--- src/logic/pmwm_regs.vh ---
// Functional notes
// [RULE1] one or two windows: off, 8, 16, 32k
// [RULE2] window hit drives bank number on lines
// [RULE3] unassigned port pins stay general purpose
// [RULE4] used low expansion lines replace address 15:13
// [RULE5] offset width and bank lines follow size
// [RULE6] software aligns base to size, 32k@4000
// [RULE7] 32k at 4000 drives inverted bit 14
// [RULE8] memory a14 wired to expansion line 14
// [RULE9] window 1 wins where windows overlap
// [RULE10] internal registers, ram, eeprom win every bank
// [RULE11] rom answers only in banks with top zero
// [RULE12] unexpanded vector from rom, else external top
// [RULE13] expanded mode fetches vector at 7ffe
// [RULE14] size field: off, 8k, 16k, 32k
// [RULE15] base field gives top three address bits
// [RULE16] bank register drives lines on window access
// [RULE17] assigned low line unused still outputs address
// [RULE18] decode same cycle, no wait states
`ifndef PMWM_REGS_VH
`define PMWM_REGS_VH

// ****************************************************
// register byte offsets
// ****************************************************
`define PMWM_OFF_PIN_ASSIGN 12'h000
`define PMWM_OFF_WIN_SIZE 12'h004
`define PMWM_OFF_WIN_BASE 12'h008
`define PMWM_OFF_WIN1_BANK 12'h00c
`define PMWM_OFF_WIN2_BANK 12'h010
`define PMWM_OFF_GPIO_DATA 12'h014
`define PMWM_OFF_GPIO_DIR 12'h018
`define PMWM_OFF_MEM_CTRL 12'h01c
`define PMWM_OFF_STATUS 12'h020

// ****************************************************
// field positions
// ****************************************************
`define PMWM_W1_SIZE_LSB 0
`define PMWM_W2_SIZE_LSB 2
`define PMWM_W1_BASE_LSB 0
`define PMWM_W2_BASE_LSB 4
`define PMWM_CTRL_ROM_EN 0
`define PMWM_CTRL_ROM_LOW 1
`define PMWM_CTRL_EXPAND 2

// ****************************************************
// window size codes
// ****************************************************
`define PMWM_SIZE_OFF 2'h0
`define PMWM_SIZE_8K 2'h1
`define PMWM_SIZE_16K 2'h2
`define PMWM_SIZE_32K 2'h3

// ****************************************************
// reset values
// ****************************************************
`define PMWM_RST_PIN_ASSIGN 6'h00
`define PMWM_RST_WIN_SIZE 4'h0
`define PMWM_RST_WIN_BASE 7'h00
`define PMWM_RST_BANK 6'h00
`define PMWM_RST_GPIO 6'h00
`define PMWM_RST_MEM_CTRL 3'h1

// ****************************************************
// reset vector locations
// ****************************************************
`define PMWM_VEC_TOP 16'hfffe
`define PMWM_VEC_EXP 16'h7ffe

`endif

--- src/logic/pmwm_mapper.v ---
`timescale 1ns/1ps
`include "pmwm_regs.vh"

// paged memory window mapper with apb registers
module pmwm_mapper (
  input wire ref_clk,             // system clock
  input wire nrst,                // synchronous reset, low
  input wire psel,                // apb select
  input wire penable,             // apb access phase
  input wire pwrite,              // apb direction
  input wire [11:0] paddr,        // apb byte address
  input wire [31:0] pwdata,       // apb write data
  output wire pready,             // apb ready
  output reg [31:0] prdata,       // apb read data
  output reg pslverr,             // apb error
  input wire [15:0] cpu_addr,     // cpu address
  input wire vector_fetch,        // cpu fetches reset vector
  input wire int_space_hit,       // regs, ram or eeprom here
  input wire rom_space_hit,       // on-chip rom here
  output reg [15:0] ext_addr,     // address to external bus
  output reg int_sel,             // internal resource answers
  output reg rom_sel,             // on-chip rom answers
  output reg ext_sel,             // external memory answers
  output reg win1_active,         // window 1 owns access
  output reg win2_active,         // window 2 owns access
  input wire [5:0] pg_in,         // port pins in
  output reg [5:0] pg_out,        // port pins out
  output reg [5:0] pg_oe          // port pins drive enable
);

  // ****************************************************
  // register storage
  // ****************************************************
  reg [5:0] pin_assign_reg;     // 1 makes pin an expansion line
  reg [3:0] window_size_reg;    // both size fields
  reg [6:0] window_base_reg;    // both base fields
  reg [5:0] window1_bank_reg;   // window 1 bank
  reg [5:0] window2_bank_reg;   // window 2 bank
  reg [5:0] gpio_data;          // port output data
  reg [5:0] gpio_dir;           // port direction, 1 drives
  reg [2:0] mem_ctrl;           // rom enable, rom low, expand
  reg [5:0] pg_s1;              // pin sync stage 1
  reg [5:0] pg_s2;              // pin sync stage 2
  reg [5:0] pg_s3;              // pin sync stage 3
  reg [5:0] pg_stable;          // filtered port input

  // ****************************************************
  // field views
  // ****************************************************
  wire [1:0] window1_size_field;  // window 1 size
  wire [1:0] window2_size_field;  // window 2 size
  wire [2:0] window1_base_field;  // window 1 base
  wire [2:0] window2_base_field;  // window 2 base
  wire rom_en;                    // on-chip rom enabled
  wire rom_low;                   // rom mapped at 2000-7fff
  wire expand_en;                 // expanded memory enabled

  assign window1_size_field =
    window_size_reg[`PMWM_W1_SIZE_LSB +: 2];
  assign window2_size_field =
    window_size_reg[`PMWM_W2_SIZE_LSB +: 2];
  assign window1_base_field =
    window_base_reg[`PMWM_W1_BASE_LSB +: 3];
  assign window2_base_field =
    window_base_reg[`PMWM_W2_BASE_LSB +: 3];
  assign rom_en = mem_ctrl[`PMWM_CTRL_ROM_EN];
  assign rom_low = mem_ctrl[`PMWM_CTRL_ROM_LOW];
  assign expand_en = mem_ctrl[`PMWM_CTRL_EXPAND];

  // ****************************************************
  // apb helpers
  // ****************************************************
  // true when the bus address selects the given offset
  function addr_is;
    input [11:0] a;
    input [11:0] off;
    begin
      addr_is = (a == off);
    end
  endfunction

  // true when the address hits any mapped register
  function addr_mapped;
    input [11:0] a;
    begin
      // word aligned and at or below the last register
      addr_mapped = (a[1:0] == 2'h0) && (a <= `PMWM_OFF_STATUS);
    end
  endfunction

  wire apb_setup;   // first cycle of a transfer
  wire apb_done;    // access completes this edge
  wire wr_ok;       // mapped write completes

  assign apb_setup = psel && !penable;
  // one wait-free access phase after setup
  assign pready = psel && penable;
  assign apb_done = psel && penable && pready;
  assign wr_ok = apb_done && pwrite && addr_mapped(paddr);

  // ****************************************************
  // window decoders
  // ****************************************************
  wire w1_hit;          // address inside window 1
  wire w2_hit;          // address inside window 2
  wire [5:0] w1_used;   // lines window 1 uses
  wire [5:0] w2_used;   // lines window 2 uses
  wire [5:0] w1_xa;     // window 1 line values
  wire [5:0] w2_xa;     // window 2 line values
  reg [15:0] eff_addr;  // address after vector steering

  // [RULE1] two independent windows
  pmwm_window u_win1 (
    .size(window1_size_field),
    .base(window1_base_field),
    .bank(window1_bank_reg),
    .addr(eff_addr),
    .hit(w1_hit),
    .used(w1_used),
    .xa_val(w1_xa),
    .inv14()
  );

  pmwm_window u_win2 (
    .size(window2_size_field),
    .base(window2_base_field),
    .bank(window2_bank_reg),
    .addr(eff_addr),
    .hit(w2_hit),
    .used(w2_used),
    .xa_val(w2_xa),
    .inv14()
  );

  // ****************************************************
  // reset vector steering
  // ****************************************************
  reg vec_ext;  // vector comes from external memory

  always @* begin
    eff_addr = cpu_addr;
    vec_ext = 1'b0;
    if (vector_fetch) begin
      if (expand_en) begin
        // [RULE13] expanded: external 7ffe-7fff
        eff_addr = `PMWM_VEC_EXP | {15'h0, cpu_addr[0]};
        vec_ext = 1'b1;
      end else begin
        // [RULE12] top of map, rom or external
        eff_addr = `PMWM_VEC_TOP | {15'h0, cpu_addr[0]};
        vec_ext = !rom_en || rom_low;
      end
    end
  end

  // ****************************************************
  // window priority and line selection
  // ****************************************************
  reg [5:0] act_used;  // lines used by owning window
  reg [5:0] act_xa;    // values from owning window
  reg [5:0] xa_line;   // final expansion line values
  reg in_win;          // some window owns the access
  integer i;

  always @* begin
    win1_active = 1'b0;
    win2_active = 1'b0;
    act_used = 6'h00;
    act_xa = 6'h00;
    // [RULE9] window 1 first, window 2 only outside it
    if (w1_hit) begin
      win1_active = 1'b1;
      act_used = w1_used;
      act_xa = w1_xa;
    end else if (w2_hit) begin
      win2_active = 1'b1;
      act_used = w2_used;
      act_xa = w2_xa;
    end
    in_win = win1_active || win2_active;
    for (i = 0; i < 6; i = i + 1) begin
      if (in_win && act_used[i]) begin
        // [RULE16] bank value on lines in window
        // [RULE2] bank number on expansion lines
        xa_line[i] = act_xa[i];
      end else if (i < 3) begin
        // [RULE17] unused low line carries cpu bit
        xa_line[i] = eff_addr[13 + i];
      end else begin
        // high line idle outside any window
        xa_line[i] = 1'b0;
      end
    end
  end

  // ****************************************************
  // external address and responder select
  // ****************************************************
  always @* begin
    ext_addr = eff_addr;
    // [RULE4] assigned low lines replace address 15:13
    if (pin_assign_reg[0])
      ext_addr[13] = xa_line[0];
    if (pin_assign_reg[1])
      ext_addr[14] = xa_line[1];
    if (pin_assign_reg[2])
      ext_addr[15] = xa_line[2];
    int_sel = 1'b0;
    rom_sel = 1'b0;
    if (vec_ext) begin
      // vector forced onto external memory
      int_sel = 1'b0;
    end else if (int_space_hit) begin
      // [RULE10] internal block wins in every bank
      int_sel = 1'b1;
    end else if (rom_space_hit && rom_en) begin
      // [RULE11] rom only where lines 18:16 are zero
      rom_sel = !in_win || (xa_line[5:3] == 3'h0);
    end
    ext_sel = !int_sel && !rom_sel;
  end

  // ****************************************************
  // port pin drive
  // ****************************************************
  always @* begin
    // [RULE3] unassigned pin is general purpose
    pg_oe = pin_assign_reg | gpio_dir;
    // [RULE17] assigned pin becomes expansion line
    pg_out = (pin_assign_reg & xa_line) | (gpio_data & ~pin_assign_reg);
  end

  // ****************************************************
  // port input synchroniser
  // ****************************************************
  always @(posedge ref_clk) begin
    if (!nrst) begin
      pg_s1 <= 6'h00;
      pg_s2 <= 6'h00;
      pg_s3 <= 6'h00;
      pg_stable <= 6'h00;
    end else begin
      pg_s1 <= pg_in;
      pg_s2 <= pg_s1;
      pg_s3 <= pg_s2;
      // accept a level once stages 2 and 3 agree
      pg_stable <= (pg_s3 & ~(pg_s2 ^ pg_s3)) | (pg_stable & (pg_s2 ^ pg_s3));
    end
  end

  // ****************************************************
  // register writes
  // ****************************************************
  always @(posedge ref_clk) begin
    if (!nrst) begin
      pin_assign_reg <= `PMWM_RST_PIN_ASSIGN;
      window_size_reg <= `PMWM_RST_WIN_SIZE;
      window_base_reg <= `PMWM_RST_WIN_BASE;
      window1_bank_reg <= `PMWM_RST_BANK;
      window2_bank_reg <= `PMWM_RST_BANK;
      gpio_data <= `PMWM_RST_GPIO;
      gpio_dir <= `PMWM_RST_GPIO;
      mem_ctrl <= `PMWM_RST_MEM_CTRL;
    end else if (wr_ok) begin
      if (addr_is(paddr, `PMWM_OFF_PIN_ASSIGN))
        pin_assign_reg <= pwdata[5:0];
      // [RULE14] two size fields
      if (addr_is(paddr, `PMWM_OFF_WIN_SIZE))
        window_size_reg <= pwdata[3:0];
      // [RULE15] two base fields
      if (addr_is(paddr, `PMWM_OFF_WIN_BASE))
        window_base_reg <= {pwdata[6:4], 1'b0, pwdata[2:0]};
      // [RULE16] new bank value switches banks
      if (addr_is(paddr, `PMWM_OFF_WIN1_BANK))
        window1_bank_reg <= pwdata[5:0];
      if (addr_is(paddr, `PMWM_OFF_WIN2_BANK))
        window2_bank_reg <= pwdata[5:0];
      if (addr_is(paddr, `PMWM_OFF_GPIO_DATA))
        gpio_data <= pwdata[5:0];
      if (addr_is(paddr, `PMWM_OFF_GPIO_DIR))
        gpio_dir <= pwdata[5:0];
      if (addr_is(paddr, `PMWM_OFF_MEM_CTRL))
        mem_ctrl <= pwdata[2:0];
    end
  end

  // ****************************************************
  // read data and error, captured in setup cycle
  // ****************************************************
  always @(posedge ref_clk) begin
    if (!nrst) begin
      prdata <= 32'h00000000;
      pslverr <= 1'b0;
    end else if (apb_setup) begin
      pslverr <= !addr_mapped(paddr);
      prdata <= 32'h00000000;
      if (!pwrite) begin
        case (paddr)
          `PMWM_OFF_PIN_ASSIGN: prdata <= {26'h0, pin_assign_reg};
          `PMWM_OFF_WIN_SIZE: prdata <= {28'h0, window_size_reg};
          `PMWM_OFF_WIN_BASE: prdata <= {25'h0, window_base_reg};
          `PMWM_OFF_WIN1_BANK: prdata <= {26'h0, window1_bank_reg};
          `PMWM_OFF_WIN2_BANK: prdata <= {26'h0, window2_bank_reg};
          `PMWM_OFF_GPIO_DATA: prdata <= {26'h0, gpio_data};
          `PMWM_OFF_GPIO_DIR: prdata <= {26'h0, gpio_dir};
          `PMWM_OFF_MEM_CTRL: prdata <= {29'h0, mem_ctrl};
          // filtered pins and window ownership
          `PMWM_OFF_STATUS:
            prdata <= {24'h0, win2_active, win1_active, pg_stable};
          default: prdata <= 32'h00000000;
        endcase
      end
    end
  end

endmodule

--- src/logic/pmwm_window.v ---
`timescale 1ns/1ps
`include "pmwm_regs.vh"

// one address window: hit test and expansion line values
module pmwm_window (
  input wire [1:0] size,      // window size field
  input wire [2:0] base,      // window base field
  input wire [5:0] bank,      // bank register value
  input wire [15:0] addr,     // cpu address
  output reg hit,             // address falls in window
  output reg [5:0] used,      // expansion lines this window uses
  output reg [5:0] xa_val,    // value for expansion lines 18:13
  output reg inv14            // 32k window based at 4000
);

  // ****************************************************
  // combinational decode
  // ****************************************************
  // [RULE18] pure address decode
  always @* begin
    hit = 1'b0;
    used = 6'h00;
    inv14 = 1'b0;
    xa_val = bank;
    case (size)
      // [RULE14] size code 01: 8k
      `PMWM_SIZE_8K: begin
        // [RULE15] all three base bits count
        hit = (addr[15:13] == base);
        // [RULE5] offset 12:0, lines from 13 up
        used = 6'h3f;
      end
      `PMWM_SIZE_16K: begin
        // base rounds down to a 16k boundary
        hit = (addr[15:14] == base[2:1]);
        used = 6'h3e;
      end
      `PMWM_SIZE_32K: begin
        if (base[2:1] == 2'h1) begin
          // [RULE7] window spans 4000 to bfff
          hit = (addr[15:14] == 2'h1) || (addr[15:14] == 2'h2);
          inv14 = 1'b1;
          used = 6'h3e;
          xa_val = {bank[5:2], ~addr[14], bank[0]};
        end else begin
          hit = (addr[15] == base[2]);
          used = 6'h3c;
        end
      end
      default: begin
        // [RULE1] disabled window never hits
        hit = 1'b0;
      end
    endcase
  end

endmodule

--- config.mk ---
export PLATFORM = sky130hd
export DESIGN_NAME = pmwm_mapper
export DESIGN_NICKNAME = d
export VERILOG_FILES = /design/src/logic/pmwm_mapper.v /design/src/logic/pmwm_window.v
export VERILOG_INCLUDE_DIRS = /design/src /design/src/logic
export SDC_FILE = /design/constraint.sdc
export NUM_CORES = 1
export LEC_CHECK = 0
export BUFFER_PORTS_ARGS = -buffer_cell sky130_fd_sc_hd__buf_2
export CORE_UTILIZATION = 45
export CTS_BUF_LIST = sky130_fd_sc_hd__clkbuf_8
export DETAILED_ROUTE_END_ITERATION = 16
export PLACE_DENSITY = 0.86
export SLEW_MARGIN = 20
export SYNTH_ARGS = -nofsm -noshare
export SYNTH_HDL_FRONTEND = slang
export SYNTH_SLANG_ARGS = --single-unit
export TNS_END_PERCENT = 5
--- constraint.sdc ---
create_clock -name ref_clk -period 2.1 [get_ports ref_clk]
set_clock_uncertainty 0.2 [all_clocks]
set_input_delay 0.315 -clock ref_clk [delete_from_list [all_inputs] [get_ports ref_clk]]
set_output_delay 0.315 -clock ref_clk [all_outputs]
set_load 0.05 [all_outputs]
* Yosys cells after proc, flatten, opt, wreduce, memory -nomap -nowiden
Cells that the tools add are included.
Storage, ports and cells: register bits after elaboration 100, latch bits 0, RAM bits 0, memory bits (read-only) 0, input port bits 74, output and inout port bits 67, logic and storage cells 123, memories kept 0
Cells by class: $add $sub $neg 0, multiply operators 0, divide/modulo/power cells 0, $lt $le $gt $ge 1, equality and inequality tests 24, shift operators 0, multiplexer cells 39, bitwise gates (word level) 11, reductions and logical operators 34
Operators with widths (number):
- $pmux 8 s9 | 1
- $eq 12x5->1 const B | 4
- $pmux 6 s3 | 2
- $mux 16 | 2
- $and 6x6->6 | 4
- $eq 12x4->1 const B | 2
- $mux 6 | 4
- $mux 1 | 21
- $or 6x6->6 | 3
- $reduce_and 2->1 | 8
- $logic_and 1x1->1 | 13
- $eq 12x3->1 const B | 1
- $eq 12x6->1 const B | 1
- $le 12x6->1 const B | 1
- $logic_not 12->1 | 1
- $mux 2 | 6
- $not 6->6 | 2
- $eq 2x1->1 const B | 5
- $eq 2x2->1 const B | 5
- $mux 8 | 1
- $eq 3x3->1 | 2
- $logic_not 1->1 | 6
- $pmux 1 s3 | 2
- $xor 6x6->6 | 1
- 6 further kinds | 11

* Logic depth before layout (Yosys ltp)
Gate-level depths: netlist of run 1.
word-level depth 18, gate-level depth with buffers 10, gate-level depth less buffers 7

* Cells and area by module
Synthesis of run 1 repeated with hierarchy kept, for this count alone.
Second synthesis, totals: cells, all modules 504, area total of the unflattened synthesis 4329.2 µm²
By module, submodules not included:
- pmwm_mapper | instances 1, cells an instance 452, area each 3952.5 µm², sequential area each 1521.5 µm²
- pmwm_window at u_win2 | instances 1, cells an instance 26, area each 188.9 µm², sequential area each 0.0 µm²
- pmwm_window at u_win1 | instances 1, cells an instance 26, area each 187.7 µm², sequential area each 0.0 µm²

* Least setup slack after synthesis of run 1
No wires, ideal clock.
path type input port to output port, start input vector_fetch, end output ext_addr[14], arrival 2.436 ns, data required time 1.585 ns, setup slack -0.851 ns, cell stages on the path 8, buffers on the path 2, path through buf_6 nor2b_4 buf_6 or4_2 a21oi_1 o21bai_1 o311ai_1 o22ai_1
Between the ends: cells in the longest elaborated chain, start to end 11, elaborated cells on any way between the ends 30, those cells by class 8 x eq/ne; 18 x mux; 1 x bitwise; 3 x reduce/logical
RTL lines:
- from (decl) | RTL line pmwm_mapper.v:17 | input wire vector_fetch,
- $mux 16 * | RTL line pmwm_mapper.v:143 | if (vector_fetch) begin
- $eq 2x1->1 or $eq 2x2->1 (tied branches) | RTL line pmwm_window.v:41 | hit = (addr[15:14] == 2'h1) || (addr[15:14] == 2'h2);
- $logic_or 1x1->1 | RTL line pmwm_window.v:41
- $mux 1 | RTL line pmwm_window.v:39 | if (base[2:1] == 2'h1) begin
- $pmux 1 s3 | RTL line pmwm_window.v:25 | case (size)
- $mux 1 | RTL line pmwm_mapper.v:175 | end else if (w2_hit) begin
- $mux 1 | RTL line pmwm_mapper.v:171 | if (w1_hit) begin
- $logic_or 1x1->1 | RTL line pmwm_mapper.v:180 | in_win = win1_active || win2_active;
- $logic_and 1x1->1 | RTL line pmwm_mapper.v:182 | if (in_win && act_used[i]) begin
- $mux 1 | RTL line pmwm_mapper.v:182
- $mux 1 * | RTL line pmwm_mapper.v:204 | if (pin_assign_reg[1])
- to (decl) | RTL line pmwm_mapper.v:20 | output reg [15:0] ext_addr,
Every way passes the cells marked *; elsewhere a longest branch is shown, timed or not.

* Worst setup path in the final report of run 1
start register window_base_reg[2], end output pg_out[1]
Between the ends: cells in the longest elaborated chain, start to end 9, elaborated cells on any way between the ends 19, those cells by class 4 x eq/ne; 11 x mux; 2 x bitwise; 2 x reduce/logical
RTL lines:
- from (decl) | RTL line pmwm_mapper.v:36 | reg [6:0] window_base_reg;
- from (signal assigned) | RTL line pmwm_mapper.v:258 | window_base_reg <= `PMWM_RST_WIN_BASE;
- from (signal assigned) | RTL line pmwm_mapper.v:272 | window_base_reg <= {pwdata[6:4], 1'b0, pwdata[2:0]};
- $eq 2x1->1 or $eq 1x1->1 (tied branches) | RTL line pmwm_window.v:39, pmwm_window.v:46
- $mux 1 | RTL line pmwm_window.v:39
- $pmux 1 s3 | RTL line pmwm_window.v:25
- $mux 1 | RTL line pmwm_mapper.v:171
- $logic_or 1x1->1 | RTL line pmwm_mapper.v:180
- $logic_and 1x1->1 | RTL line pmwm_mapper.v:182
- $mux 1 * | RTL line pmwm_mapper.v:182
- $and 6x6->6 * | RTL line pmwm_mapper.v:230 | pg_out = (pin_assign_reg & xa_line) | (gpio_data & ~pin_assign_reg);
- $or 6x6->6 * | RTL line pmwm_mapper.v:230
- to (decl) | RTL line pmwm_mapper.v:27 | output reg [5:0] pg_out,
Marks and branches as above.

==> results of run 1 <==
-- layer usage --
| layer | vias up | wire length (um) | share of wire, % |
|---|---|---|---|
| met5 | - | 0 | 0 |
| met4 | 0 | 390 | 3.2 |
| met3 | 37 | 681 | 5.6 |
| met2 | 156 | 5860 | 48 |
| met1 | 1911 | 5320 | 43 |
| li1 | 1881 | - | - |
-- power groups by stage --
stage / clock (W) / sequential, W / combinational (W)
floorplan: 0 / 0.00150 / 0.000343
global placement: 0 / 0.00149 / 0.000416
detailed placement: 0 / 0.00149 / 0.000422
CTS: 0.00120 / 0.00146 / 0.000446
global route: 0.00127 / 0.00146 / 0.000477
finish: 0.00119 / 0.00146 / 0.000451
-- per-stage QoR --
stage	setup TNS, ns	hold slack, ns	total power (W)
CTS	-8.33	0.00983	0.00310
floorplan	-5.24	0.212	0.00184
global route	-9.39	0.0218	0.00321
finish	-8.40	0.0291	0.00309
global placement	-10.52	0.217	0.00191
detailed placement	-13.01	0.223	0.00192
-- area by class of cell --
type / count / area (um^2)
Sequential cell: 76 / 1540
Timing Repair Buffer: 172 / 1180
Clock inverter: 6 / 70.1
Multi-Input combinational cell: 351 / 2700
Clock buffer: 10 / 138
Inverter: 5 / 35.0
Tap cell: 111 / 139
Fill cell: 730 / 3390
-- cells in the mapped netlist (all sizes together) (3+ instances only) --
cell type,instances,area (um^2)
nand3,9,45.0
a22o,8,70.1
and2,22,140
clkbuf,17,63.8
or3,6,37.5
nand2b,3,21.3
a22oi,4,30.0
nor4,3,25.0
inv,5,26.3
or2,20,125
mux2i,54,541
a21boi,9,67.6
o221ai,4,35.0
nor3,6,40.0
a31oi,5,31.3
nor2b,47,302
o21ai,20,104
nand2,27,101
a21oi,11,55.1
mux4,4,90.1
nor2,20,90.1
buf,36,287
o211ai,3,27.5
a21o,3,23.8
dfxtp,76,1520
-- worst register-to-register path: stages (launching register included) --
cell,delay [ns]
dfxtp_2,0.34
or4b_4,0.48
o21ai_2,0.09
nor2_2,0.08
o31ai_2,0.24
buf_4,0.22
buf_4,0.12
nand4_1,0.11
a21boi_1,0.14
-- kinds of logic after synthesis --
logic type             Yosys count  share of synthesized area, %
AND/OR/NAND/NOR                176                          24.3
AO/OA/AOI/OAI                   87                          15.0
flip-flops                      76                          35.8
multiplexers                    59                          15.1
buffers and inverters           58                          8.86
XOR/XNOR                         4                         0.824
other                            1                        0.0882
-- worst max-delay path by stage --
stage                            start            to  slack, ns  cells past startpoint
floorplan                 vector_fetch  ext_addr[14]      -0.50                     10
global placement          vector_fetch     pg_out[2]      -0.69                      9
detailed placement        vector_fetch     pg_out[1]      -0.75                      9
CTS                 window_size_reg[2]     pg_out[1]      -0.73                     10
global route        window_base_reg[2]     pg_out[1]      -0.82                      9
finish              window_base_reg[2]     pg_out[1]      -0.75                      8
-- repair_timing --
action | CTS | global route
hold buffers | 6 | 0
setup endpoints to repair | 15 | 16
setup buffers | 7 | 2
gates cloned | 1 | 0
gates resized for setup | 51 | 11
endpoints found under the hold margin | 6 | 0
pin swaps | 21 | 6
==> impl_metrics.ini, run 1 <==
[pwr]
power.internal_w = 0.00219
power.share.clock_pct = 38.3
ir_drop_mv = 0.275
p_seq_share_pct = 47.1
combPwrFrac_pct = 14.6
p_per_area_nw_per_um2 = 533
leakagePower_nw = 2.50
swShare_pct = 29.1
p_sw_w = 0.000899

[finish]
final_cell_count_no_fill = 731
finalInstanceArea_um2 = 5800
final_util_pct = 63.1
regMostFlops = prdata
final_common_cell = buf_4
layout-drive-gt1-share_pct = 42.4
antenna_cells = 0
final_cell_mix = 76 x buf_4, 75 x buf_2, 69 x dfxtp_1
area_growth_pct = 36.5
nets = 689
largest_reg_flops = 8

[route]
via_count = 3985
wire_per_inst_um = 16.8
drtIter0Drc = 288
drtPass1Iterations = 5
viasPerCell = 5.45
drcViolationCount = 0
routed_wl_um = 12300
route.antenna.remaining_nets = 0

[global_route]
overflow = 0
grt_pass1_vias = 3855
top_usage_layer = met2
grt_use_met3_pct = 4.57
grtUsageTotal_pct = 25.6
grt_util_met1_pct = 32.7
grt_max_degree = 69
antenna_found_initial = 0
grt_pass1_wl_um = 19500
met2_usage_pct = 42.0

[synthesis]
async_flop_share_pct = 0
avgSynthCellArea_um2 = 9.22
ys_ff_latch = 76
ys_types = 72
synth_cells = 461
synth_top_flop_cell = dfxtp_1
yosysSeqAreaShare_pct = 35.8
synth_edf_count = 0
syn_area_um2 = 4250
yosys_warnings = 0

[setup_path]
cp-end-kind = primary output
reg2reg_from = window_base_reg[4]
rrSetupSlack_ns = 0
critPathTopFamily = compound AO/OA/AOI/OAI gates
crit_buf_inv = 3
criticalPathCategory = register to primary output
rr_endpoint = prdata[7]
crit_arrival_ns = 2.34
slowest_stage = o41ai_4
cpPeakStageDelay_ns = 0.46
cp.required_ns = 1.58
cp_max_fo = 7
reg2regPathDepth = 8
path_cells = inv_1 > o311a_4 > o211ai_2 > and2_4 > inv_16 > o41ai_4 > o22ai_4 > buf_6
crit_path_start_kind = register

[run_status]
outcome = complete, but fails checks
violations = negative setup slack

[die]
initial_utilization_pct = 46.2
core_area_um2 = 9200
dieArea_um2 = 9840
io_pins = 141
row_count = 35
die_y_um = 99.2
fp.dieW_um = 99.2

[clock_tree]
cts_buffers = 9
cts_tree = yes
h-tree-depth = 3
clock_latency_ns = 0.37
ctsRootBufferMaster = clkbuf_8
cts_max_path_buffers = 2
clock_sinks = 76
path_clk_slew_ns = 0.09

[flow_run]
drv_cap = 0

[worst_hold_path]
hold_end = pg_s3[0]
whs_path_depth = 2
worstHoldStart = nrst
min_path_type = input pin to register

[timing]
rsz0062_at_grt = true
drv_slew = 0
max_freq_ghz = 0.351
timing_hold_violations_final = 0
fin_ws_ns = -0.753
fin_crit_sh_pct = 136
final-setup-viol-count = 13
period_needed_ns = 2.85
slew_headroom_pct = 63.9
worst_pin_slew_ns = 0.541

[place]
placed_cell_area_um2 = 5250
pre_cts_slack_ns = -0.752
place_inst = 700
numPortBuffers = 89
dp_hpwl_um = 9000
finalWeightedCongestion = 0.939
Power figures use the tool's default switching activity.
==> inputs of run 2 (changes only) <==
==> constraint.sdc (replaced) <==
create_clock -name ref_clk -period 2.1 [get_ports ref_clk]
set_clock_uncertainty 0.2 [all_clocks]
set_input_delay 0.21 -clock ref_clk [delete_from_list [all_inputs] [get_ports ref_clk]]
set_output_delay 0.21 -clock ref_clk [all_outputs]
set_load 0.05 [all_outputs]
==> run 2 against run 1 <==
The flow still finishes with violations (negative setup slack). Fmax increased by 4.7%. Sequential power about the same. Final cell count decreased by 0.96%. Critical path type unchanged.
==> impl_metrics.ini, run 2 (synthesis results as in run 1) <==
[clock_tree]
ctsRootBufferMaster = clkbuf_8
cts_buffers = 9
h-tree-depth = 3
cts_max_path_buffers = 2
path_clk_slew_ns = 0.08
cts_tree = yes
clock_latency_ns = 0.36
clock_sinks = 76

[route]
drtIter0Drc = 313
drtPass1Iterations = 5
via_count = 3982
drcViolationCount = 0
route.antenna.remaining_nets = 0
wire_per_inst_um = 17.2
routed_wl_um = 12400
viasPerCell = 5.50

[finish]
nets = 682
final_cell_mix = 75 x buf_2, 70 x dfxtp_1, 66 x buf_4
antenna_cells = 0
final_cell_count_no_fill = 724
nFillCells = 725
regMostFlops = prdata
area_growth_pct = 36.0
layout-drive-gt1-share_pct = 40.9
multiInputGateArea_um2 = 2730
register_area_um2 = 1540
largest_reg_flops = 8
final_common_cell = buf_2
finalInstanceArea_um2 = 5780

[setup_path]
criticalPathCategory = register to primary output
cp-end-kind = primary output
path_cells = or4b_4 > o21ai_4 > nor2_4 > o31a_4 > o311ai_4 > o22ai_4 > buf_6
cp_max_fo = 4
cp.required_ns = 1.69
rrSetupSlack_ns = 0.02
slowest_stage = or4b_4
crit_path_start_kind = register
crit_arrival_ns = 2.31
cpPeakStageDelay_ns = 0.49

[die]
fp.dieW_um = 99.2
dieArea_um2 = 9840
initial_utilization_pct = 46.2
io_pins = 141
core_area_um2 = 9200
die_y_um = 99.2
row_count = 35

[place]
placed_cell_area_um2 = 5220
numPortBuffers = 89
finalWeightedCongestion = 0.908
dp_hpwl_um = 9090
place_inst = 695

[timing]
slew_headroom_pct = 61.6
timing_hold_violations_final = 0
drv_slew = 0
final-setup-viol-count = 13
finalSetupTns_ns = -6.76
worst_pin_slew_ns = 0.570
fin_crit_sh_pct = 130
fin_ws_ns = -0.625
period_needed_ns = 2.72
max_freq_ghz = 0.367
rsz0062_at_grt = true

[global_route]
grt_max_degree = 53
grt_pass1_vias = 3843
overflow = 0
antenna_found_initial = 0
grtUsageTotal_pct = 25.8
grt_pass1_wl_um = 19600

[pwr]
p_per_area_nw_per_um2 = 513
total_power_w = 0.00297
ir_drop_mv = 0.303
leakagePower_nw = 2.44

[run_status]
outcome = complete, but fails checks
violations = negative setup slack

[worst_hold_path]
min_path_type = input pin to register

[flow_run]
drv_cap = 0
## run 2: cell count changes in the layout (fill, tap and decap cells not counted), moves of 3 or more
cell,before,now
buf_8,0,3
dlygate4sd3_1,6,10
buf_4,76,66
clkinvlp_4,0,3
o21ai_2,3,0
## run 2: per-layer routing
| metal | track usage (%) | wire length, um |
|---|---|---|
| met3 | 6.75 | 960 |
| met1 | 31.3 | 5050 |
| met2 | 44.4 | 6020 |
| met4 | 8.82 | 391 |
| met5 | 0 | 0 |
## run 2: layout make-up
class,count,share of cell area (%)
Tap cell,111,2.40
Timing Repair Buffer,166,19.9
Inverter,5,0.606
Sequential cell,76,26.6
Multi-Input combinational cell,350,47.3
Clock buffer,11,2.62
Clock inverter,5,0.627
## run 2: what timing repair did
action                                 in CTS  in global routing
pin swaps                                  14                 12
hold buffers                               10                  0
setup endpoints to repair                  14                 25
buffers inserted                            5                  0
resized for setup                          46                 23
endpoints found under the hold margin      13                  0
## run 2: per-stage QoR
step | setup slack [ns] | util (%) | hold WS, ns
global route | -0.691 | 62.9 | 0.0215
CTS | -0.621 | 62.2 | 0.0104
detailed placement | -0.537 | 56.8 | 0.221
global placement | -0.485 | 56.8 | 0.213
floorplan | -0.281 | - | 0.137
finish | -0.625 | 62.9 | 0.0141
## run 2: worst paths after layout
check,cells past startpoint,from,endpoint
worst max-delay path,7,window_base_reg[4],pg_out[1]
worst min-delay path,3,pwdata[5],gpio_data[5]
worst max register to register,8,window_base_reg[2],prdata[6]
worst min register to register,1,pg_s1[4],pg_s2[4]
## run 2: worst max-delay path: cells and delay by family (launching register included)
family	cells	cell delay (ns)
buffers and inverters	1	0.17
AND/OR/NAND/NOR	2	0.56
flip-flops	1	0.33
AO/OA/AOI/OAI	4	0.89
## run 2: power breakdown
group	switching, W	internal [W]
sequential	0.00000635	0.00145
combinational	0.000306	0.000154
clock	0.000556	0.000493
total	0.000868	0.00210
==> inputs of run 3 (changes only) <==
Settings changed: GPL_TIMING_DRIVEN set to 0, RECOVER_POWER set to 100, REMOVE_ABC_BUFFERS set to 1.
==> run 3 against run 2 <==
The flow still finishes with violations (negative setup slack). Total power is 4.7% higher. Combinational power is 6.1% lower. Routed wire length is 3.1% lower. Global-route usage is 1.5 points lower. Clock-buffer cell count is 2 lower. Fmax hardly changed. Worst hold slack worse by 0.010 ns. First-iteration DRC count is 17% higher. Via count is 3.3% lower. Clock power is 16% higher. Critical path depth stayed put. Final area is 7.2% lower. Critical endpoint is now pg_out[2]. Highest routed layer unchanged.
==> impl_metrics.ini, run 3 (synthesis results as in run 1) <==
[setup_path]
cp.required_ns = 1.69
criticalPathCategory = register to primary output
crit_arrival_ns = 2.31
cp_max_fo = 4
reg2regPathDepth = 6
cp-end-kind = primary output
crit_path_start_kind = register

[timing]
rsz0062_at_grt = true
timing_hold_violations_final = 0
final-setup-viol-count = 13
slew_headroom_pct = 26.4
worst_pin_slew_ns = 1.10
fin_crit_sh_pct = 130
period_needed_ns = 2.72
hold_slack_ns = 0.00381
fin_ws_ns = -0.623
max_freq_ghz = 0.367
drv_slew = 0

[finish]
final_cell_mix = 67 x dfxtp_1, 54 x mux2i_1, 46 x nor2b_1
nFillCells = 756
antenna_cells = 0
nets = 640
area_growth_pct = 26.3
final_common_cell = dfxtp_1
final_util_pct = 58.4
layout-drive-gt1-share_pct = 30.8
largest_reg_flops = 8
regMostFlops = prdata
final_cell_count_no_fill = 682
finalInstanceArea_um2 = 5370

[clock_tree]
cts_buffers = 9
path_clk_slew_ns = 0.08
clock_latency_ns = 0.36
clock_sinks = 76
ctsRootBufferMaster = clkbuf_8
h-tree-depth = 3
cts_tree = yes
cts_max_path_buffers = 2

[route]
wire_per_inst_um = 17.7
route.antenna.remaining_nets = 0
via_count = 3851
routed_wl_um = 12000
drcViolationCount = 0
viasPerCell = 5.65
drtPass1Iterations = 5
drtIter0Drc = 365

[die]
dieArea_um2 = 9840
fp.dieW_um = 99.2
initial_utilization_pct = 46.2
core_area_um2 = 9200
row_count = 35
io_pins = 141
die_y_um = 99.2

[place]
dp_hpwl_um = 7500
finalWeightedCongestion = 0.862
place_inst = 631
placed_cell_area_um2 = 4570
pre_cts_slack_ns = -0.868
numPortBuffers = 89

[worst_hold_path]
min_path_type = input pin to register
whs_path_depth = 4

[pwr]
leakagePower_nw = 2.17
ir_drop_mv = 0.266
p_per_area_nw_per_um2 = 579

[flow_run]
drv_cap = 0

[global_route]
grt_pass1_vias = 3693
grt_max_degree = 73
antenna_found_initial = 0
overflow = 0
grtUsageTotal_pct = 24.3
grt_pass1_wl_um = 18400

[run_status]
violations = negative setup slack
outcome = complete, but fails checks
-- run 3: final timing paths --
check	from	end	slack [ns]
hold / removal	paddr[0]	prdata[7]	0.004
setup reg to reg	mem_ctrl[2]	prdata[2]	0.08
setup / recovery	window_base_reg[4]	pg_out[2]	-0.62
hold reg to reg	pg_s1[2]	pg_s2[2]	0.23
-- run 3: layout make-up --
class / instances / area, um^2 / area share [%]
timing repair buffer: 123 / 785 / 14.6
tap: 111 / 139 / 2.59
multi-input combinational: 351 / 2660 / 49.6
sequential: 76 / 1550 / 28.8
inverter: 5 / 23.8 / 0.443
clock buffer: 9 / 124 / 2.31
clock inverter: 7 / 91.3 / 1.70
-- run 3: per-layer routing --
metal	global-route usage (%)	routed length, um	vias to the layer above
met2	38.9	5460	237
li1	-	-	1787
met4	12.1	515	0
met3	5.55	957	51
met1	30.8	5120	1776
met5	0	0	-
-- run 3: repair_timing --
action / 4_1_cts / 5_1_grt
gates resized for setup: 76 / 6
buffers inserted: 21 / 0
cloned: 1 / 0
hold buffers: 13 / 0
pin swaps: 23 / 4
hold endpoints to repair: 17 / 0
setup endpoints to repair: 15 / 33
-- run 3: critical path, cell delays in order, from the launching register on --
cell and delay, ns:
dfxtp_2 0.34, or4b_4 0.49, o21ai_4 0.10, nor2_4 0.08
o311ai_1 0.29, o211ai_1 0.22, a21oi_1 0.21, buf_4 0.23
-- run 3: power by group --
| part | internal [W] | switching (W) |
|---|---|---|
| sequential | 0.00145 | 0.00000593 |
| clock | 0.000667 | 0.000553 |
| combinational | 0.000132 | 0.000300 |
-- run 3: metrics by stage --
stage	power (W)	setup TNS, ns
CTS	0.00311	-6.49
finish	0.00311	-6.90
detailed placement	0.00188	-18.67
global placement	0.00187	-16.65
global route	0.00321	-8.79
floorplan	0.00175	-5.88
